File: config.mk
export PLATFORM = sky130hd
export DESIGN_NAME = light_result_regs
export DESIGN_NICKNAME = d
export VERILOG_FILES = /design/src/hw/light_result_pkg.sv /design/src/hw/result_chan.sv /design/src/hw/light_result_regs.sv
export SDC_FILE = /design/constraint.sdc
export NUM_CORES = 1
export LEC_CHECK = 0
export BUFFER_PORTS_ARGS = -buffer_cell sky130_fd_sc_hd__buf_2
export CAP_MARGIN = 40
export CORE_MARGIN = 5
export CORE_UTILIZATION = 60
export DETAILED_ROUTE_END_ITERATION = 12
export GPL_ROUTABILITY_DRIVEN = 0
export PLACE_DENSITY_LB_ADDON = 0.3
export SLEW_MARGIN = 20
export SYNTH_ARGS = -nofsm -noshare
export SYNTH_HDL_FRONTEND = slang
export SYNTH_HIERARCHICAL = 1
export SYNTH_SLANG_ARGS = --single-unit
File: constraint.sdc
create_clock -name clk_sys -period 4.52 [get_ports clk_sys]
set_clock_uncertainty 0.15 [all_clocks]
set_input_delay 0.226 -clock clk_sys [delete_from_list [all_inputs] [get_ports clk_sys]]
set_output_delay 0.226 -clock clk_sys [all_outputs]
set_load 0.01 [all_outputs]
File: src/hw/light_result_pkg.sv
// ====================================================================
// Shared constants and carriers for the light result register bank.
// ====================================================================
package light_result_pkg;

  // ==================================================================
  // Register offsets, as seen by the serial register pointer.
  // ==================================================================
  localparam logic [7:0] OFS_CH0_W0 = 8'h00; // Range code, mantissa high.
  localparam logic [7:0] OFS_CH0_W1 = 8'h01; // Mantissa low, seq, check.
  localparam logic [7:0] OFS_CH1_W0 = 8'h02; // Range code, mantissa high.
  localparam logic [7:0] OFS_CH1_W1 = 8'h03; // Mantissa low, seq, check.

  // ==================================================================
  // Field widths and positions inside the 16-bit words.
  // ==================================================================
  localparam int unsigned WORD_W   = 16; // Register word width.
  localparam int unsigned CODE_W   = 4;  // Full-scale range code.
  localparam int unsigned MANT_W   = 20; // Whole mantissa.
  localparam int unsigned MHI_W    = 12; // Mantissa high part.
  localparam int unsigned MLO_W    = 8;  // Mantissa low part.
  localparam int unsigned SEQ_W    = 4;  // Rolling sample counter.
  localparam int unsigned CHK_W    = 4;  // Check bits.
  localparam int unsigned CODE_LSB = 12; // Code in word 0, bits 15-12.
  localparam int unsigned MHI_LSB  = 0;  // Mantissa high, bits 11-0.
  localparam int unsigned MLO_LSB  = 8;  // Mantissa low in word 1.
  localparam int unsigned SEQ_LSB  = 4;  // Counter in word 1, bits 7-4.
  localparam int unsigned CHK_LSB  = 0;  // Check in word 1, bits 3-0.

  // ==================================================================
  // Reset values.
  // ==================================================================
  localparam logic [15:0] WORD_RST     = 16'h0000; // Result words.
  localparam logic [15:0] UNMAPPED_VAL = 16'h0000; // Other offsets.
  localparam logic [7:0]  PTR_RST      = 8'h00;    // Read pointer.
  localparam logic [3:0]  SEQ_STEP     = 4'h1;     // Counter step.

  // One finished conversion of a channel.
  typedef struct packed {
    logic [3:0]  code; // Full-scale range code.
    logic [19:0] mant; // Mantissa.
  } conv_t;

  // Requests from the serial port engine, one cycle each.
  typedef struct packed {
    logic       ptr_wr; // Host wrote the register pointer.
    logic [7:0] ptr;    // Pointer value that was written.
    logic       rd;     // Host starts one two-byte register read.
    logic       stop;   // Stop condition seen on the bus.
  } host_req_t;

endpackage : light_result_pkg

File: src/hw/result_chan.sv
`timescale 1ns/1ns
// ====================================================================
// One measurement channel: stores a conversion and its check bits.
// ====================================================================
module result_chan
  import light_result_pkg::*;
(
  // Clock and reset.
  input  wire logic        clk_sys,
  input  wire logic        arst_n,
  // Conversion input.
  input  wire logic        conv_valid,
  input  wire conv_t       conv,
  // Register words.
  output logic [15:0]      word0,
  output logic [15:0]      word1
);

  logic [3:0]  code_r; // Stored range code.
  logic [19:0] mant_r; // Stored mantissa.
  logic [3:0]  seq_r;  // Rolling sample counter.
  logic [3:0]  chk_r;  // Stored check bits.
  logic [3:0]  seq_nxt; // Counter after this conversion.
  logic [3:0]  chk_nxt; // Check bits of the incoming conversion.

  // Check bits over code, mantissa and counter; the counter stands in
  // for the printed check field, which cannot feed its own equation.
  function automatic logic [3:0] chk_calc(input logic [3:0]  e,
                                          input logic [19:0] r,
                                          input logic [3:0]  c);
    logic [3:0] x;
    x    = '0;
    x[0] = ^e ^ ^r ^ ^c;
    x[1] = c[1] ^ c[3] ^ r[1] ^ r[3] ^ r[5] ^ r[7] ^ r[9] ^ r[11]
         ^ r[13] ^ r[15] ^ r[17] ^ r[19] ^ e[1] ^ e[3];
    x[2] = c[3] ^ r[3] ^ r[7] ^ r[11] ^ r[15] ^ r[19] ^ e[3];
    x[3] = r[3] ^ r[11] ^ r[19];
    return x;
  endfunction : chk_calc

  assign seq_nxt = seq_r + SEQ_STEP;
  assign chk_nxt = chk_calc(conv.code, conv.mant, seq_nxt);

  // All fields load in one edge so both words stay from one conversion.
  always_ff @(posedge clk_sys or negedge arst_n) begin
    if (!arst_n) begin
      code_r <= '0;
      mant_r <= '0;
      seq_r  <= '0;
      chk_r  <= '0;
    end else if (conv_valid) begin
      code_r <= conv.code;
      mant_r <= conv.mant;
      seq_r  <= seq_nxt;
      chk_r  <= chk_nxt;
    end
  end

  // Word layout; the mantissa splits twelve high and eight low bits.
  assign word0 = {code_r, mant_r[MANT_W-1 -: MHI_W]};
  assign word1 = {mant_r[MLO_W-1:0], seq_r, chk_r};
endmodule : result_chan

File: src/hw/light_result_regs.sv
`timescale 1ns/1ns
// ====================================================================
// Result registers of the first two light channels.
// ====================================================================
// Contract
// - Word 0 bits 15-12 hold range code.
// - Word 0 bits 11-0 hold mantissa high.
// - Word 1 bits 15-8 hold mantissa low.
// - Mantissa is high shifted eight plus low.
// - Bits 7-4 count conversions, rolling, reset zero.
// - Check bits 0 and 1 by XOR equations.
// - Check bits 2 and 3 by XOR equations.
// - Channel 1 repeats layout at offsets 2, 3.
// - Burst reads advance pointer; stop restores it.
module light_result_regs
  import light_result_pkg::*;
(
  // Clock and reset.
  input  wire logic        clk_sys,
  input  wire logic        arst_n,
  // Conversions from the measurement engine.
  input  wire logic        conv_valid_ch0,
  input  wire conv_t       conv_ch0,
  input  wire logic        conv_valid_ch1,
  input  wire conv_t       conv_ch1,
  // Register read port of the serial engine.
  input  wire host_req_t   host_req,
  input  wire logic        burst_en,
  output logic [15:0]      rd_data_r,
  output logic             rd_valid_r
);

  // ==================================================================
  // Channel storage.
  // ==================================================================

  logic [15:0] ch0_w0; // Channel 0, word at offset 0.
  logic [15:0] ch0_w1; // Channel 0, word at offset 1.
  logic [15:0] ch1_w0; // Channel 1, word at offset 2.
  logic [15:0] ch1_w1; // Channel 1, word at offset 3.

  // Channel 0 sits at offsets 0 and 1.
  result_chan u_ch0 (
    .clk_sys    (clk_sys),
    .arst_n     (arst_n),
    .conv_valid (conv_valid_ch0),
    .conv       (conv_ch0),
    .word0      (ch0_w0),
    .word1      (ch0_w1)
  );

  // Channel 1 is the same block at offsets 2 and 3.
  result_chan u_ch1 (
    .clk_sys    (clk_sys),
    .arst_n     (arst_n),
    .conv_valid (conv_valid_ch1),
    .conv       (conv_ch1),
    .word0      (ch1_w0),
    .word1      (ch1_w1)
  );

  // ==================================================================
  // Read pointer.
  // ==================================================================

  logic [7:0] ptr_r;    // Current read pointer.
  logic [7:0] ptr_nxt;  // Next read pointer.
  logic [7:0] base_r;   // Pointer as last written by the host.
  logic [7:0] base_nxt; // Next base pointer.

  // A pointer write sets both copies. A stop puts the pointer back at
  // the base, and wins over a read in the same cycle because the read
  // that ends a burst must not leave a stale increment behind.
  assign base_nxt = host_req.ptr_wr ? host_req.ptr : base_r;
  assign ptr_nxt  = host_req.ptr_wr            ? host_req.ptr :
                    host_req.stop              ? base_r :
                    (host_req.rd && burst_en)  ? ptr_r + 8'h01 :
                    ptr_r;

  // Pointer registers.
  always_ff @(posedge clk_sys or negedge arst_n) begin
    if (!arst_n) begin
      ptr_r  <= PTR_RST;
      base_r <= PTR_RST;
    end else begin
      ptr_r  <= ptr_nxt;
      base_r <= base_nxt;
    end
  end

  // ==================================================================
  // Coherent snapshot of the second word.
  // ==================================================================

  logic        hit_w0;     // Read of a channel's first word.
  logic        hit_w1;     // Read of a channel's second word.
  logic        sel_ch1;    // The read addresses channel 1.
  logic [15:0] live_w1;    // Live second word of the addressed channel.
  logic        snap_hit;   // Snapshot belongs to this read.
  logic [15:0] snap_r;     // Second word caught with the first word.
  logic        snap_ch_r;  // Channel the snapshot belongs to.
  logic        snap_vld_r; // Snapshot is armed.
  logic        snap_vld_nxt; // Next armed state.

  assign hit_w0  = (ptr_r == OFS_CH0_W0) || (ptr_r == OFS_CH1_W0);
  assign hit_w1  = (ptr_r == OFS_CH0_W1) || (ptr_r == OFS_CH1_W1);
  assign sel_ch1 = (ptr_r == OFS_CH1_W0) || (ptr_r == OFS_CH1_W1);
  assign live_w1 = sel_ch1 ? ch1_w1 : ch0_w1;
  assign snap_hit = snap_vld_r && (snap_ch_r == sel_ch1) && hit_w1;

  // Reading the first word arms the snapshot; reading the second word,
  // a stop or a new pointer disarms it. A conversion that lands between
  // the two reads then cannot tear the value the host assembles.
  assign snap_vld_nxt = (host_req.rd && hit_w0)     ? 1'b1 :
                        (host_req.rd && hit_w1)     ? 1'b0 :
                        (host_req.stop || host_req.ptr_wr) ? 1'b0 :
                        snap_vld_r;

  // Snapshot registers.
  always_ff @(posedge clk_sys or negedge arst_n) begin
    if (!arst_n) begin
      snap_r     <= WORD_RST;
      snap_ch_r  <= 1'b0;
      snap_vld_r <= 1'b0;
    end else begin
      snap_vld_r <= snap_vld_nxt;
      if (host_req.rd && hit_w0) begin
        snap_r    <= live_w1;
        snap_ch_r <= sel_ch1;
      end
    end
  end

  // ==================================================================
  // Read data.
  // ==================================================================

  logic [15:0] rd_mux; // Word selected by the pointer.

  // Offsets above 3 belong to other blocks and read as zero here.
  assign rd_mux = (ptr_r == OFS_CH0_W0) ? ch0_w0 :
                  (ptr_r == OFS_CH1_W0) ? ch1_w0 :
                  snap_hit              ? snap_r :
                  hit_w1                ? live_w1 :
                  UNMAPPED_VAL;

  // The answer follows each read one cycle later and stands until the
  // next read; the valid flag is high one cycle per read, so back-to-back reads keep it high.
  always_ff @(posedge clk_sys or negedge arst_n) begin
    if (!arst_n) begin
      rd_data_r  <= WORD_RST;
      rd_valid_r <= 1'b0;
    end else begin
      rd_valid_r <= host_req.rd;
      if (host_req.rd) begin
        rd_data_r <= rd_mux;
      end
    end
  end
endmodule : light_result_regs

==> results.yml <==
place:
  dp_slack_ns: 1.956
  place_area_sq_um: 6701
  numPortBuffers: 80
  hpwl_mm: 10.43
grt:
  grt_usage: 0.2703
  grt_max_degree: 46
  grt_overflow: 0
  grt_pass1_wl_mm: 26.25
  grt_pass1_vias: 4936
  antenna_found_initial: 0
setup_path:
  crit_arrival_ns: 2.89
  critPathMaxFanout: 18
  end_kind: "register"
  required_ns: 4.75
  critical_path_class: "reg2reg"
  path_cells: "inv_1, ha_1, or2_2, nand3_1, buf_4, mux2i_1, o21ai_0"
  crit_slowest_cell: "or2_2"
  slowest_delay_ns: 0.55
  cp-start-kind: "register"
cts:
  insertion_delay_ns: 0.54
  cts_resized: 0
  cts-root-buf: "clkbuf_8"
  cts_buffers: 17
  htree_num_levels: 4
  cts.clk_slew.worst_paths_ns: 0.05
  clock_tree.buffer_depth: 2
  cts_tree: "yes"
  clock-sinks: 115
timing:
  relSlewSlack: 0.4556
  rsz0062_at_grt: "false"
  slew_viol_final: 0
  worst_slew_pin_slew_ns: 0.8165
  fin_crit_sh: 0.5877
  fin_setup_tns_ns: 0
  timing.final.ws_setup_ns: 1.864
  final_hold_viol_count: 0
  fin_crit_ns: 2.656
  setup_violations: 0
  max_freq_mhz: 376.5
layout:
  syn2layout_area_growth_pct: 27.17
  nets: 720
  ff_latch_area_sq_um: 2878
  multi_input_area_sq_um: 3141
  design_area_sq_um: 7906
  post-route-util: 0.7728
  drive_gt1_frac: 0.3137
  n_antenna_cell: 0
  nFillCells: 637
pwr:
  clkPwrFrac: 0.330
  switching_power_mw: 1.157
  power.internal_mw: 2.856
  seqPwrFrac: 0.353
  switching_share: 0.2883
  power_density_nw_per_um2: 507.6
  ir_drop_v: 0.0002769
  finalPower_mw: 4.013
  p_leak_nw: 3.708
  combPwrFrac: 0.317
die:
  start_util: 0.6077
  rows: 37
  die_width_um: 111.8
  coreArea_sq_um: 10230
  die_h_um: 111.8
  top_level_ports: 81
  die_area_sq_um: 12500
run:
  cap_violations: 0
drt:
  drt_pass1_iterations: 6
  drt_wl_total_mm: 16.14
  wl_per_cell_um: 20.20
  drt_iter0_drc: 337
  viasPerCell: 5.880
  drc_errors: 0
  final_antenna_net_count: 0
  vias: 4698
status:
  outcome: "complete, no violations"
synthesis:
  synth_area_leaders: "dfrtp_1 46%, mux2_2 14%, mux2i_1 7.6%, xnor2_1 4.5%, xnor3_1 3.6%"
  synth_fp_nets: 586
  synth_seq_cells: 115
  synth_xor_area_frac: 0.1024
  synth.cells.most_frequent: "115 x dfrtp_1, 76 x mux2_2, 47 x mux2i_1, 42 x nand2_1, 32 x xnor2_1"
  synth_area_sq_um: 6217
  synth_compound_area_frac: 0.09358
  synth_mux_area_frac: 0.2182
  yosysMostFrequentCell: "dfrtp_1"
  ys_warn_count: 6
  ys_types: 50
  yosys.area.top_type: "dfrtp_1"
  yosysSeqAreaShare: 0.4629
  synthSimpleGateAreaFrac: 0.07748
  postSynthAreaPerCell_sq_um: 12.05
  synth.top_cell.area_share: 0.4629
  synth_top_family_by_area: "multiplexers"
  synthArstFlopShare: 1.000
  synthAdderAreaFrac: 0.01207
  synth_flop_cell: "dfrtp_1"
  synthCells: 516
  synth_edf_count: 0
worst_hold_path:
  hp-class: "in2reg"
per-stage QoR:
stage | hold WS (ns) | instances
after global routing | 0.02021 | 799
after detailed placement | 0.1004 | 706
after floorplan | -0.2196 | 516
after CTS | 0.01439 | 798
final | 0.03260 | 799
after global placement | 0.3049 | 703
sequential cells by signal (all words and copies together), names as in the netlist, 8 cells and up:
signal and flops:
ptr_r 8, snap_r 16, u_ch0/mant_r 20, u_ch1/mant_r 20, base_r 8, rd_data_r 16
metal layers:
| metal | vias up | track usage | routed length (um) |
|---|---|---|---|
| li1 | 2134 | - | - |
| met2 | 215 | 0.4257 | 7819 |
| met1 | 2302 | 0.3521 | 6765 |
| met4 | 0 | 0.1160 | 445 |
| met5 | - | 0 | 0 |
| met3 | 47 | 0.07500 | 1114 |
logic make-up after synthesis:
group / after synthesis
and+or+nand+nor: 86
buffers and inverters: 41
muxes: 125
DFF: 115
AOI/OAI and AO/OA: 86
adders and majority gates: 6
xor gates and xnor gates: 57
final timing paths:
check                      slack [ns]                         from                            to  cells past startpoint
max reg2reg                      1.86         ptr_r[0]$_DFFE_PN0P_        snap_r[10]$_DFFE_PN0P_                      7
min                              0.03               conv_valid_ch1    u_ch1/chk_r[3]$_DFFE_PN0P_                      2
min in group asynchronous        0.07                       arst_n    u_ch0/seq_r[2]$_DFFE_PN0P_                      2
max                              1.86         ptr_r[0]$_DFFE_PN0P_        snap_r[10]$_DFFE_PN0P_                      7
min reg2reg                      0.34  u_ch0/mant_r[8]$_DFFE_PN0P_      rd_data_r[0]$_DFFE_PN0P_                      2
max in group asynchronous        3.06                       arst_n  u_ch1/mant_r[14]$_DFFE_PN0P_                      4
worst max-delay path, delay by kind of cell (launching register included):
kind                     cells  cell delay [ns]
AO/OA/AOI/OAI                1             0.13
adder cells (fa/ha/maj)      1             0.33
buffers and inverters        2             0.45
flip-flops                   1             0.44
multiplexers                 1             0.26
AND/OR/NAND/NOR              2             0.73
layout by cell type (no fill, tap or decap), types with 7 or more instances in the layout:
| cell type | instances |
|---|---|
| inv_1 | 9 |
| nor2_1 | 7 |
| a31oi_1 | 8 |
| o21ai_1 | 10 |
| clkbuf_8 | 7 |
| xnor2_1 | 32 |
| xnor3_1 | 10 |
| o21ai_0 | 28 |
| mux2_2 | 76 |
| nor2b_1 | 8 |
| mux2i_1 | 47 |
| dfrtp_1 | 115 |
| xor2_1 | 15 |
| a222oi_1 | 7 |
| dlygate4sd3_1 | 60 |
| buf_2 | 79 |
| nand2_1 | 42 |
| clkbuf_16 | 16 |
cell type report:
cell class | count | area share
clock buffers | 29 | 0.06567
multi-input cells | 360 | 0.3972
inverters | 9 | 0.004273
clock inverters | 3 | 0.008229
well taps | 136 | 0.02152
repair buffers | 147 | 0.1391
flip-flops and latches | 115 | 0.3640
power by group through the flow:
stage               clock [mW]  combinational, mW  sequential (mW)
floorplan                    0              0.971             1.37
global placement             0               1.16             1.41
detailed placement           0               1.21             1.42
CTS                       1.34               1.26             1.41
global route              1.38               1.36             1.44
finish                    1.32               1.27             1.42
what timing repair did:
| action | 4_1_cts | 5_1_grt |
|---|---|---|
| hold endpoints to repair | 148 | 0 |
| buffers inserted | 0 | 0 |
| hold buffers | 60 | 0 |
Power figures use the tool's default switching activity.
